[config.mk]
export PLATFORM = sky130hd
export DESIGN_NAME = gpm_regs
export DESIGN_NICKNAME = d
export VERILOG_FILES = /design/src/rtl/gpm_pkg.sv /design/src/rtl/gpm_ctl_if.sv /design/src/rtl/gpm_pstate.sv /design/src/rtl/gpm_smi.sv /design/src/rtl/gpm_regs.sv
export SDC_FILE = /design/constraint.sdc
export NUM_CORES = 1
export LEC_CHECK = 0
export ABC_AREA = 1
export BUFFER_PORTS_ARGS = -buffer_cell sky130_fd_sc_hd__buf_2
export CAP_MARGIN = 10
export CELL_PAD_IN_SITES_DETAIL_PLACEMENT = 1
export CELL_PAD_IN_SITES_GLOBAL_PLACEMENT = 1
export CORE_MARGIN = 5
export CORE_UTILIZATION = 33
export DETAILED_ROUTE_END_ITERATION = 16
export GPL_ROUTABILITY_DRIVEN = 0
export GPL_TIMING_DRIVEN = 0
export PLACE_DENSITY = 0.83
export SLEW_MARGIN = 20
export SYNTH_ARGS = -nofsm -noshare
export SYNTH_HDL_FRONTEND = slang
export SYNTH_SLANG_ARGS = --single-unit
export TNS_END_PERCENT = 50
[constraint.sdc]
create_clock -name ref_clk -period 1.45 [get_ports ref_clk]
set_input_delay 0.145 -clock ref_clk [delete_from_list [all_inputs] [get_ports ref_clk]]
set_output_delay 0.145 -clock ref_clk [all_outputs]
set_load 0.03 [all_outputs]
[src/rtl/gpm_pkg.sv]
`default_nettype none
package gpm_pkg;

  // Configuration byte offsets and their dword addresses
  localparam logic [7:0] PM_CAP_OFS   = 8'hD2;
  localparam logic [7:0] PSC_OFS      = 8'hD4;
  localparam logic [7:0] SMI_OFS      = 8'hE0;
  localparam logic [5:0] CAP_DW       = PM_CAP_OFS[7:2];
  localparam logic [5:0] PSC_DW       = PSC_OFS[7:2];
  localparam logic [5:0] SMI_DW       = SMI_OFS[7:2];

  // Capability word, fixed for both functions
  localparam logic [15:0] CAP_RESET   = 16'h0022;
  localparam int          CAP_WAKE_HI = 15;
  localparam int          CAP_WAKE_LO = 11;
  localparam int          CAP_D2_BIT  = 10;
  localparam int          CAP_D1_BIT  = 9;
  localparam int          CAP_INI_BIT = 5;
  localparam int          CAP_CLK_BIT = 3;
  localparam int          CAP_VER_HI  = 2;
  localparam int          CAP_VER_LO  = 0;
  localparam logic [2:0]  CAP_VER     = 3'h2;

  // Control/status word
  localparam logic [15:0] PSC_RESET   = 16'h0000;
  localparam int          PS_HI       = 1;
  localparam int          PS_LO       = 0;
  localparam logic [1:0]  PS_D0       = 2'h0;
  localparam logic [1:0]  PS_D3       = 2'h3;

  // Software SMI word
  localparam logic [15:0] SMI_RESET   = 16'h0000;
  localparam int          SMI_TRIG    = 0;
  localparam int          SMI_FLAG_HI = 7;
  localparam int          SMI_FLAG_LO = 1;
  localparam int          SMI_SCR_HI  = 15;
  localparam int          SMI_SCR_LO  = 8;

  // Function numbers of the device
  localparam logic        FUNC_PRI    = 1'h0;
  localparam logic        FUNC_SEC    = 1'h1;

  typedef enum logic {ACC_IDLE, ACC_DONE} gpm_acc_t;

endpackage
`default_nettype wire

[src/rtl/gpm_ctl_if.sv]
`timescale 1ns/1ps
`default_nettype none
interface gpm_ctl_if;
  logic        ce;
  logic        wr_psc;
  logic        wr_smi_lo;
  logic        wr_smi_hi;
  logic [15:0] wdata;
  logic [1:0]  ps;
  logic        init;
  logic [15:0] smi_word;
  modport top (output ce, wr_psc, wr_smi_lo, wr_smi_hi, wdata, input ps, init, smi_word);
  modport pst (input ce, wr_psc, wdata, output ps, init);
  modport smi (input ce, wr_smi_lo, wr_smi_hi, wdata, output smi_word);
endinterface
`default_nettype wire

[src/rtl/gpm_pstate.sv]
`timescale 1ns/1ps
`default_nettype none
module gpm_pstate
(
  input  wire logic ref_clk,
  input  wire logic resetn,
  gpm_ctl_if.pst    c
);
  import gpm_pkg::*;

  logic [1:0] ps_ff;
  logic [1:0] nxt_ps;
  logic       init_ff;
  logic       nxt_init;

  // Only D0 and D3 are taken; other codes are dropped silently
  always_comb
  begin
    nxt_ps   = ps_ff;
    nxt_init = 1'b0;
    if (c.wr_psc && (c.wdata[PS_HI:PS_LO] == PS_D0 || c.wdata[PS_HI:PS_LO] == PS_D3))
    begin
      nxt_ps   = c.wdata[PS_HI:PS_LO];
      nxt_init = (ps_ff == PS_D3) && (c.wdata[PS_HI:PS_LO] == PS_D0);
    end
  end

  // State register, frozen while the enable is low
  always_ff @(posedge ref_clk or negedge resetn)
  begin
    if (!resetn)
    begin
      ps_ff   <= PSC_RESET[PS_HI:PS_LO];
      init_ff <= 1'b0;
    end
    else if (c.ce)
    begin
      ps_ff   <= nxt_ps;
      init_ff <= nxt_init;
    end
  end

  assign c.ps   = ps_ff;
  assign c.init = init_ff;
endmodule
`default_nettype wire

[src/rtl/gpm_smi.sv]
`timescale 1ns/1ps
`default_nettype none
module gpm_smi
(
  input  wire logic ref_clk,
  input  wire logic resetn,
  gpm_ctl_if.smi    c
);
  import gpm_pkg::*;

  logic [15:0] word_ff;
  logic [15:0] nxt_word;

  // Trigger bit stays set until software writes it back to zero
  always_comb
  begin
    nxt_word = word_ff;
    if (c.wr_smi_lo)
    begin
      nxt_word[SMI_FLAG_HI:SMI_FLAG_LO] = c.wdata[SMI_FLAG_HI:SMI_FLAG_LO];
      nxt_word[SMI_TRIG]                = c.wdata[SMI_TRIG];
    end
    if (c.wr_smi_hi)
    begin
      nxt_word[SMI_SCR_HI:SMI_SCR_LO] = c.wdata[SMI_SCR_HI:SMI_SCR_LO];
    end
  end

  always_ff @(posedge ref_clk or negedge resetn)
  begin
    if (!resetn)
    begin
      word_ff <= SMI_RESET;
    end
    else if (c.ce)
    begin
      word_ff <= nxt_word;
    end
  end

  assign c.smi_word = word_ff;
endmodule
`default_nettype wire

[src/rtl/gpm_regs.sv]
// Behaviour
// - Capability word is one fixed source, read alike from both functions.
// - Wake-event support field of the capability word reads zero.
// - D2 and D1 support bits read zero.
// - Special-initialisation bit reads one.
// - Wake-clock bit reads zero.
// - Version field reads the fixed code 010b.
// - Wake-event status bit of control/status always reads zero.
// - Data scale and data select fields read zero; writes ignored.
// - Wake-event enable bit reads zero.
// - Power state field resets to D0, reads back, accepts D0 and D3.
// - Writes of D1 or D2 complete normally but change nothing.
// - Going from D3 to D0 may reinitialise the graphics controller.
// - SMI is raised while the trigger bit is set; software clears it.
// - SMI word holds a scratch byte and a seven-bit flag field.
// - SMI word stays at its fixed configuration location.
`timescale 1ns/1ps
`default_nettype none
module gpm_regs
(
  input  wire logic        ref_clk,
  input  wire logic        resetn,
  input  wire logic        ce,
  input  wire logic        cfg_req,
  input  wire logic        cfg_we,
  input  wire logic        cfg_func,
  input  wire logic [5:0]  cfg_dw_addr,
  input  wire logic [3:0]  cfg_be,
  input  wire logic [31:0] cfg_wdata,
  output logic             cfg_ack,
  output logic [31:0]      cfg_rdata,
  output logic [1:0]       power_state,
  output logic             smi_req,
  output logic             gfx_init
);
  import gpm_pkg::*;

  gpm_ctl_if c ();

  gpm_acc_t    acc_ff;
  gpm_acc_t    nxt_acc;
  logic        ack_ff;
  logic        nxt_ack;
  logic [31:0] rdata_ff;
  logic [31:0] nxt_rdata;
  logic        take;
  logic        hit_psc;
  logic        hit_smi;
  logic [15:0] psc_word;

  // A request is taken only from idle; the requester holds it until ack
  assign take = ce && cfg_req && (acc_ff == ACC_IDLE);

  // Control/status belongs to this function; SMI word is written via function 0
  assign hit_psc  = (cfg_dw_addr == PSC_DW) && (cfg_func == FUNC_SEC);
  assign hit_smi  = (cfg_dw_addr == SMI_DW) && (cfg_func == FUNC_PRI);

  // Only the power state bits are stored; everything else is a constant zero
  assign psc_word = {14'h0000, c.ps};

  // Write strobes; writes to the capability word or unmapped space are dropped
  assign c.ce        = ce;
  assign c.wr_psc    = take && cfg_we && hit_psc && cfg_be[0];
  assign c.wr_smi_lo = take && cfg_we && hit_smi && cfg_be[0];
  assign c.wr_smi_hi = take && cfg_we && hit_smi && cfg_be[1];
  assign c.wdata     = cfg_wdata[15:0];

  gpm_pstate u_pstate
  (
    .ref_clk (ref_clk),
    .resetn  (resetn),
    .c       (c.pst)
  );

  gpm_smi u_smi
  (
    .ref_clk (ref_clk),
    .resetn  (resetn),
    .c       (c.smi)
  );

  // Access sequencer: one cycle to take, one cycle to answer
  always_comb
  begin
    nxt_acc = acc_ff;
    nxt_ack = 1'b0;
    case (acc_ff)
      ACC_IDLE:
      begin
        if (take)
        begin
          nxt_acc = ACC_DONE;
          nxt_ack = 1'b1;
        end
      end
      ACC_DONE:
      begin
        nxt_acc = ACC_IDLE;
      end
      default:
      begin
        nxt_acc = ACC_IDLE;
      end
    endcase
  end

  // Read mux; the capability sits in the upper half of its dword
  always_comb
  begin
    nxt_rdata = rdata_ff;
    if (take)
    begin
      if (cfg_we)
      begin
        nxt_rdata = 32'h0000_0000;
      end
      else if (cfg_dw_addr == CAP_DW)
      begin
        nxt_rdata = {CAP_RESET, 16'h0000};
      end
      else if (hit_psc)
      begin
        nxt_rdata = {16'h0000, psc_word};
      end
      else if (cfg_dw_addr == SMI_DW)
      begin
        nxt_rdata = {16'h0000, c.smi_word};
      end
      else
      begin
        nxt_rdata = 32'h0000_0000;
      end
    end
  end

  // Answer registers; a frozen cycle stretches the ack until ce returns
  always_ff @(posedge ref_clk or negedge resetn)
  begin
    if (!resetn)
    begin
      acc_ff   <= ACC_IDLE;
      ack_ff   <= 1'b0;
      rdata_ff <= 32'h0000_0000;
    end
    else if (ce)
    begin
      acc_ff   <= nxt_acc;
      ack_ff   <= nxt_ack;
      rdata_ff <= nxt_rdata;
    end
  end

  // Outputs straight from flip-flops
  assign cfg_ack     = ack_ff;
  assign cfg_rdata   = rdata_ff;
  assign power_state = c.ps;
  assign smi_req     = c.smi_word[SMI_TRIG];
  assign gfx_init    = c.init;

  // Decoded reads, watched by the checks below
  logic rd_cap;
  logic rd_psc;
  logic rd_smi;
  logic rd_none;
  assign rd_cap  = take && !cfg_we && (cfg_dw_addr == CAP_DW);
  assign rd_psc  = take && !cfg_we && hit_psc;
  assign rd_smi  = take && !cfg_we && (cfg_dw_addr == SMI_DW);
  assign rd_none = take && !cfg_we && (cfg_dw_addr != CAP_DW) && !hit_psc && (cfg_dw_addr != SMI_DW);

  AST_CAP_BOTH_FUNCS: assert property (
    @(posedge ref_clk) disable iff (!resetn)
    rd_cap |=> cfg_ack && (cfg_rdata == 32'h0022_0000))
    else $error("capability word differs from fixed value");

  AST_CAP_WAKE_ZERO: assert property (
    @(posedge ref_clk) disable iff (!resetn)
    rd_cap |=> cfg_rdata[31:27] == 5'h00)
    else $error("wake support field not zero");

  AST_CAP_D1_D2_ZERO: assert property (
    @(posedge ref_clk) disable iff (!resetn)
    rd_cap |=> (cfg_rdata[26] == 1'b0) && (cfg_rdata[25] == 1'b0))
    else $error("intermediate power state advertised");

  AST_CAP_INIT_ONE: assert property (
    @(posedge ref_clk) disable iff (!resetn)
    rd_cap |=> cfg_rdata[21] == 1'b1)
    else $error("special init bit not set");

  AST_CAP_CLK_ZERO: assert property (
    @(posedge ref_clk) disable iff (!resetn)
    rd_cap |=> cfg_rdata[19] == 1'b0)
    else $error("wake clock bit set");

  AST_CAP_VERSION: assert property (
    @(posedge ref_clk) disable iff (!resetn)
    rd_cap |=> cfg_rdata[18:16] == 3'h2)
    else $error("version code wrong");

  AST_PSC_WAKE_STS: assert property (
    @(posedge ref_clk) disable iff (!resetn)
    rd_psc |=> cfg_rdata[15] == 1'b0)
    else $error("wake status bit set");

  AST_PSC_DATA_ZERO: assert property (
    @(posedge ref_clk) disable iff (!resetn)
    rd_psc |=> cfg_rdata[14:9] == 6'h00)
    else $error("data scale or select not zero");

  AST_PSC_WAKE_EN: assert property (
    @(posedge ref_clk) disable iff (!resetn)
    rd_psc |=> cfg_rdata[8] == 1'b0)
    else $error("wake enable bit set");

  AST_PS_READBACK: assert property (
    @(posedge ref_clk) disable iff (!resetn)
    rd_psc |=> cfg_rdata[31:0] == {30'h0000_0000, power_state})
    else $error("power state readback wrong");

  AST_PS_ACCEPT: assert property (
    @(posedge ref_clk) disable iff (!resetn)
    c.wr_psc && (cfg_wdata[1:0] == 2'h3 || cfg_wdata[1:0] == 2'h0)
    |=> power_state == $past(cfg_wdata[1:0]))
    else $error("supported power state not taken");

  AST_PS_DISCARD: assert property (
    @(posedge ref_clk) disable iff (!resetn)
    c.wr_psc && (cfg_wdata[1:0] == 2'h1 || cfg_wdata[1:0] == 2'h2)
    |=> $stable(power_state) && cfg_ack)
    else $error("unsupported power state changed state");

  AST_INIT_ON_WAKE: assert property (
    @(posedge ref_clk) disable iff (!resetn)
    c.wr_psc && (power_state == 2'h3) && (cfg_wdata[1:0] == 2'h0)
    |=> gfx_init && (power_state == 2'h0))
    else $error("no reinit pulse on D3 to D0");

  AST_INIT_CAUSE: assert property (
    @(posedge ref_clk) disable iff (!resetn)
    $rose(gfx_init) |-> $past(power_state) == 2'h3)
    else $error("reinit pulse without leaving D3");

  AST_SMI_CLEAR: assert property (
    @(posedge ref_clk) disable iff (!resetn)
    c.wr_smi_lo && !cfg_wdata[0] |=> !smi_req)
    else $error("smi not cleared by zero write");

  AST_SMI_HOLD: assert property (
    @(posedge ref_clk) disable iff (!resetn)
    smi_req && !c.wr_smi_lo |=> smi_req)
    else $error("smi dropped without software clear");

  AST_SMI_SCRATCH: assert property (
    @(posedge ref_clk) disable iff (!resetn)
    c.wr_smi_hi |=> c.smi_word[15:8] == $past(cfg_wdata[15:8]))
    else $error("scratch byte not stored");

  AST_SMI_LOCATION: assert property (
    @(posedge ref_clk) disable iff (!resetn)
    rd_smi |=> cfg_rdata == {16'h0000, $past(c.smi_word)})
    else $error("smi word not at its location");

  AST_UNMAPPED_ZERO: assert property (
    @(posedge ref_clk) disable iff (!resetn)
    rd_none |=> cfg_ack && (cfg_rdata == 32'h0000_0000))
    else $error("unmapped read not zero");

  AST_ACK_PULSE: assert property (
    @(posedge ref_clk) disable iff (!resetn)
    take |=> cfg_ack ##1 (!cfg_ack || !$past(ce)))
    else $error("ack not a single pulse");

  // A frozen cycle must leave every register as it was
  AST_CE_HOLD_PS: assert property (
    @(posedge ref_clk) disable iff (!resetn)
    !ce |=> $stable(power_state))
    else $error("power state moved while frozen");

  AST_CE_HOLD_SMI: assert property (
    @(posedge ref_clk) disable iff (!resetn)
    !ce |=> $stable(c.smi_word))
    else $error("smi word moved while frozen");

  AST_CE_HOLD_ANSWER: assert property (
    @(posedge ref_clk) disable iff (!resetn)
    !ce |=> $stable(cfg_ack) && $stable(cfg_rdata))
    else $error("answer moved while frozen");

  AST_ACK_NEEDS_TAKE: assert property (
    @(posedge ref_clk) disable iff (!resetn)
    $rose(cfg_ack) |-> $past(take))
    else $error("ack without a taken request");

  AST_PSC_RSVD_ZERO: assert property (
    @(posedge ref_clk) disable iff (!resetn)
    rd_psc |=> (cfg_rdata[31:16] == 16'h0000) && (cfg_rdata[7:2] == 6'h00))
    else $error("reserved control bits not zero");

  AST_PS_ENCODING: assert property (
    @(posedge ref_clk) disable iff (!resetn)
    (power_state == 2'h0) || (power_state == 2'h3))
    else $error("power state holds an unsupported code");

  AST_PS_WRITE_ONLY: assert property (
    @(posedge ref_clk) disable iff (!resetn)
    !c.wr_psc |=> $stable(power_state))
    else $error("power state changed without a write");

  AST_SMI_WRITE_ONLY: assert property (
    @(posedge ref_clk) disable iff (!resetn)
    !c.wr_smi_lo && !c.wr_smi_hi |=> $stable(c.smi_word))
    else $error("smi word changed without a write");

  AST_SMI_FLAGS: assert property (
    @(posedge ref_clk) disable iff (!resetn)
    c.wr_smi_lo |=> c.smi_word[7:1] == $past(cfg_wdata[7:1]))
    else $error("flag field not stored");

  AST_SMI_SET: assert property (
    @(posedge ref_clk) disable iff (!resetn)
    c.wr_smi_lo && cfg_wdata[0] |=> smi_req)
    else $error("smi not raised by a one write");

  AST_INIT_ONE_CYCLE: assert property (
    @(posedge ref_clk) disable iff (!resetn)
    gfx_init && ce |=> !gfx_init)
    else $error("reinit pulse longer than one cycle");

  // Main scenarios
  COV_WAKE_FROM_D3: cover property (
    @(posedge ref_clk) disable iff (!resetn)
    power_state == 2'h3 ##[1:20] gfx_init);

  COV_SMI_RAISED: cover property (
    @(posedge ref_clk) disable iff (!resetn)
    $rose(smi_req));

  COV_BAD_STATE: cover property (
    @(posedge ref_clk) disable iff (!resetn)
    c.wr_psc && cfg_wdata[1:0] == 2'h2);

  COV_CAP_READ: cover property (
    @(posedge ref_clk) disable iff (!resetn)
    rd_cap ##1 cfg_ack);

  COV_SMI_CLEARED: cover property (
    @(posedge ref_clk) disable iff (!resetn)
    $fell(smi_req));

endmodule
`default_nettype wire

### Word-level counts from Yosys, hierarchy flattened

Cells that the tools add are included.

| cells by class | value |
|---|---|
| add/subtract/negate cells | 0 |
| $mul | 0 |
| div/mod/pow operators | 0 |
| order comparisons | 0 |
| equal/unequal tests | 5 |
| shift operators | 0 |
| muxes and demuxes | 8 |
| bitwise logic cells | 2 |
| reductions and logical operators | 18 |

Operators with widths:

| operator | number |
|---|---|
| two-way mux 22 bit | 2 |
| two-way mux 16 bit | 2 |
| == test 6 bit (second input constant) | 3 |
| logical AND 1 bit | 12 |
| AND reduction 2 bit | 4 |
| == test 2 bit (second input constant) | 2 |
| two-way mux 1 bit | 3 |
| logical NOT 2 bit | 1 |
| inverter 1 bit | 2 |
| case mux 1 bit (2 select lines) | 1 |
| logical OR 1 bit | 1 |

| word-level totals | value |
|---|---|
| flip-flop bits (word level) | 53 |
| bits in latches | 0 |
| memory bits (writable) | 0 |
| ROM bits | 0 |
| bits of input ports | 48 |
| logic and storage cells | 40 |
| memories | 0 |

### Depth between registers and ports, before layout

| depth | value |
|---|---|
| word-level depth | 7 |
| depth in mapped cells | 8 |

### Modules after synthesis

Synthesis repeated with hierarchy kept, for this count alone.

| second synthesis, totals | value |
|---|---|
| cells, all modules | 216 |
| area total of the unflattened synthesis | 1843.0 um^2 |

Modules (own cells, without submodules):

| module | times used | cells an instance | area each (um^2) | sequential area each (um^2) |
|---|---|---|---|---|
| gpm_regs | 1 | 123 | 963.4 | 450.4 |
| gpm_smi | 1 | 70 | 716.9 | 400.4 |
| gpm_pstate | 1 | 23 | 162.7 | 75.1 |

### Least setup slack after synthesis

OpenSTA, ideal clock, no wires.

| timing | value |
|---|---|
| path kind | flip-flop to flip-flop |
| from | register acc_ff |
| to | register u_smi.word_ff[0], in the netlist u_smi.c.smi_word[0] |
| setup time | 118 ps |
| arrival | 1182 ps |
| required time | 1332 ps |
| slack | 150 ps |
| stages on the path, launching flop included | 7 |
| path buffers | 0 |
| cells stage by stage | dfrtp_1 inv_1 nand4_2 nor2_8 nand3_4 nand2_1 nand2_1 |

| between the ends | value |
|---|---|
| longest elaborated chain between the ends | 6 |

Ends and longest elaborated chain:

| element | RTL line | RTL |
|---|---|---|
| from (decl) | gpm_regs.sv:40 | `gpm_acc_t acc_ff;` |
| from (signal assigned) | gpm_regs.sv:147 | `acc_ff <= nxt_acc;` |
| inverter 1 bit | - |  |
| logical AND 1 bit | gpm_regs.sv:52 | `assign take = ce && cfg_req && (acc_ff == ACC_IDLE);` |
| logical AND 1 bit (3 in series) | gpm_regs.sv:64 | `assign c.wr_smi_lo = take && cfg_we && hit_smi && cfg_be[0];` |
| AND reduction 2 bit (no source line) | - |  |
| to (signal assigned) | gpm_smi.sv:37 | `word_ff <= nxt_word;` |
| to (decl) | gpm_smi.sv:11 | `logic [15:0] word_ff;` |

No other way between the ends.
A chain may end at the register's enable or synchronous reset.

### Worst setup path after layout

| timing | value |
|---|---|
| from | register acc_ff |
| to | register rdata_ff[11], in the netlist cfg_rdata[11] |

| between the ends | value |
|---|---|
| longest elaborated chain between the ends | 3 |

Ends and longest elaborated chain:

| element | RTL line | RTL |
|---|---|---|
| inverter 1 bit | - |  |
| logical AND 1 bit | gpm_regs.sv:52 |  |
| AND reduction 2 bit (no source line) | - |  |
| to (signal assigned) | gpm_regs.sv:149 | `rdata_ff <= nxt_rdata;` |
| to (decl) | gpm_regs.sv:44 | `logic [31:0] rdata_ff;` |

No other way between the ends.

==> results.cfg <==
[outcome]
outcome = complete, no violations

[sta]
finalClockSkew_ns = 0.00258
setup-violations-final = 0
final.setup.tns_ns = 0
worstMarginPinSlew_ns = 0.827
hold_violations = 0
grt_setup_unrepaired = no
slew_viol_final = 0
relSlewSlack_pct = 44.9
period_minus_slack_ns = 1.35
whs_ns = 0.101
fmaxAchievable_ghz = 0.741
fin_crit_sh_pct = 93.1

[drt]
wl_met2_mm = 2.42
viasPerCell = 4.58
wl_met1_mm = 2.07
drt_iter0_markers = 47
dr_total_vias = 1647
post_drt_wl_per_cell_um = 13.5
drcViolationCount = 0
maxUsedRoutingLayer = met4
routed_wl_mm = 4.88
ant_nets = 0
routed-wl-met3_um = 237
drt_pass1_iterations = 4

[cells_and_area]
nets = 336
finish.utilization_pct = 43.0
fill_cells = 705
layout-drive-gt1-share_pct = 31.6
multi_input_area_sq_um = 729
seqCellArea_sq_um = 926
antenna_cells = 0
area_delta_synth_final_pct = 27.9

[setup_path]
reg2reg_depth = 6
cp-end-kind = flip-flop
crit_start = acc_ff
reg2reg_from = acc_ff
cp_max_fo = 10
crit_path_start_kind = flip-flop
crit_arrival_ns = 1.59
r2r_setup_slack_ns = 0.10
critical_path_required_ns = 1.69
crit_type = reg2reg
crit_path_end = cfg_rdata[11]
rr_endpoint = cfg_rdata[11]

[logic_synthesis]
yosysWarnings = 0
ys.flop_type = dfrtp_1
synth_top_area_cell = dfrtp_1
synthDistinctLibCells = 21
synth-async-reset-ratio_pct = 100
ys_seq_area_share_pct = 50.7
synth_cells = 214
synth_xor_area_share_pct = 0
synth_edf_count = 0
synth_top_family_by_area = simple AND/OR/NAND/NOR gates
synthAdderAreaFrac_pct = 0.684
synth-compound-area-share_pct = 1.51
synthMuxAreaShare_pct = 0
synthSimpleGateAreaFrac_pct = 34.8
syn-cell-area_sq_um = 1830
synth_top_cell_area_share_pct = 50.7
synth_area_leaders = dfrtp_1, nand2_1, buf_4
synth.avg_cell_area_sq_um = 8.54
ys_seq_elements = 37

[floorplanning]
die_x_um = 84.4
die_h_um = 84.4
initial_core_util_pct = 33.6
die_area_sq_um = 7130
io_pins = 85
fp.coreArea_sq_um = 5440
fp-row-count = 27

[clocking]
clk_path_buf_depth = 2
post_cts_resized = 0
clk_latency_ns = 0.29
cts_tree = yes
cts_buffers = 5
hold_buffers = 1
post_cts_buffers = 0
clock-root-buffer = clkbuf_8
clkTransAtPathRegs_ns = 0.07
htree_levels = 2
cts.sinks = 37

[global_routing]
grt_pass1_vias = 1771
antenna_found_initial = 0
grt.total_usage_pct = 14.6
grt_pass1_wl_mm = 8.29
grt_max_degree = 38
grt-ovfl-total = 0

[power_and_ir_drop]
power_leakage_nw = 1.40
combinationalPowerShare_pct = 12.0
seqPwrFrac_pct = 50.0
power_switching_share_pct = 25.7
p_int_mw = 1.55
p_sw_mw = 0.536
p_per_area_nw_per_um2 = 891
peakVddDrop_mv = 0.370
pwr-share-clk_pct = 38.0

[placed_design]
dpl.hpwl_mm = 3.71
port_buffers = 52

[worst_hold_path]
hold_path.class = in2reg
min_from = cfg_we

[job]
maxCapViolations = 0
[power groups by stage]
stage	Combinational (mW)	Sequential, mW	Clock (mW)
finish	0.250	1.04	0.792
global route	0.278	1.04	0.856
CTS	0.251	1.04	0.809
detailed placement	0.249	1.06	0
global placement	0.245	1.06	0
floorplan	0.141	1.07	0
[area by class of cell]
class	instances	area share [%]
inverter	15	2.41
tap	72	3.85
sequential	37	39.6
clock buffer	7	4.12
buffer	22	7.06
timing repair buffer	53	11.6
clock inverter	1	0.214
multi-input combinational	153	31.2
[state kept, by name, summed over array words and instances, names as in the netlist]
name / count
u_smi.c.smi_word: 16
cfg_rdata: 17
acc_ff: 1
u_pstate.c.init: 1
u_pstate.c.ps: 2
[cell usage after synthesis (2+ instances only)]
cell and count:
buf_2 3, buf_4 18, dfrtp_1 37, inv_1 12, inv_2 2, nand2_1 83
nand3_1 22, nand3_4 2, nand4_1 16, nor2_1 5, nor2_4 2, o21ai_1 3
[metrics by stage]
step / power, mW / instance area (sq um) / worst slack [ns] / std cells
after floorplan: 1.21 / 1880 / 0.150 / 227
after global placement: 1.31 / 2230 / 0.167 / 351
after detailed placement: 1.31 / 2230 / 0.123 / 351
after CTS: 2.10 / 2340 / 0.0748 / 360
after global routing: 2.18 / 2340 / 0.0122 / 360
final: 2.08 / 2340 / 0.100 / 360
[per-layer routing]
| metal | vias up | GRT usage, % |
|---|---|---|
| met5 | - | 0 |
| met4 | 0 | 7.63 |
| met3 | 12 | 3.93 |
| met2 | 47 | 23.3 |
| met1 | 781 | 17.9 |
| li1 | 807 | - |
[kinds of logic (layout without fill, tap and decap cells)]
group / count (synthesis) / after routing
other: 1 / 14
DFF: 37 / 37
adders and majority gates: 1 / 1
and+or+nand+nor: 133 / 133
AOI/OAI and AO/OA: 5 / 5
buffers and inverters: 37 / 98
[critical path, cell delays in order (launching register included)]
cell	delay (ns)
dfrtp_1	0.38
inv_1	0.12
nand3_1	0.12
nor2_2	0.26
buf_4	0.24
nand3_1	0.11
nand2_1	0.07
[worst min path at each step]
stage	endpoint	cells past startpoint
5_1_grt	cfg_rdata[17]	2
3_3_place_gp	cfg_rdata[14]	1
3_5_place_dp	cfg_rdata[15]	1
6_report	cfg_rdata[17]	2
4_1_cts	cfg_rdata[17]	2
2_1_floorplan	acc_ff	0
[placed cells by master, fill, tap and decap left out, drive strengths merged]
| cell type | count |
|---|---|
| clkinv | 2 |
| nand2 | 83 |
| clkbuf | 7 |
| conb | 14 |
| nand3 | 24 |
| dfrtp | 37 |
| dlygate4sd3 | 1 |
| nor2 | 9 |
| ha | 1 |
| o21ai | 4 |
| o31ai | 1 |
| buf | 74 |
| nand4 | 17 |
| inv | 14 |
(Power assumes the default switching activity.)
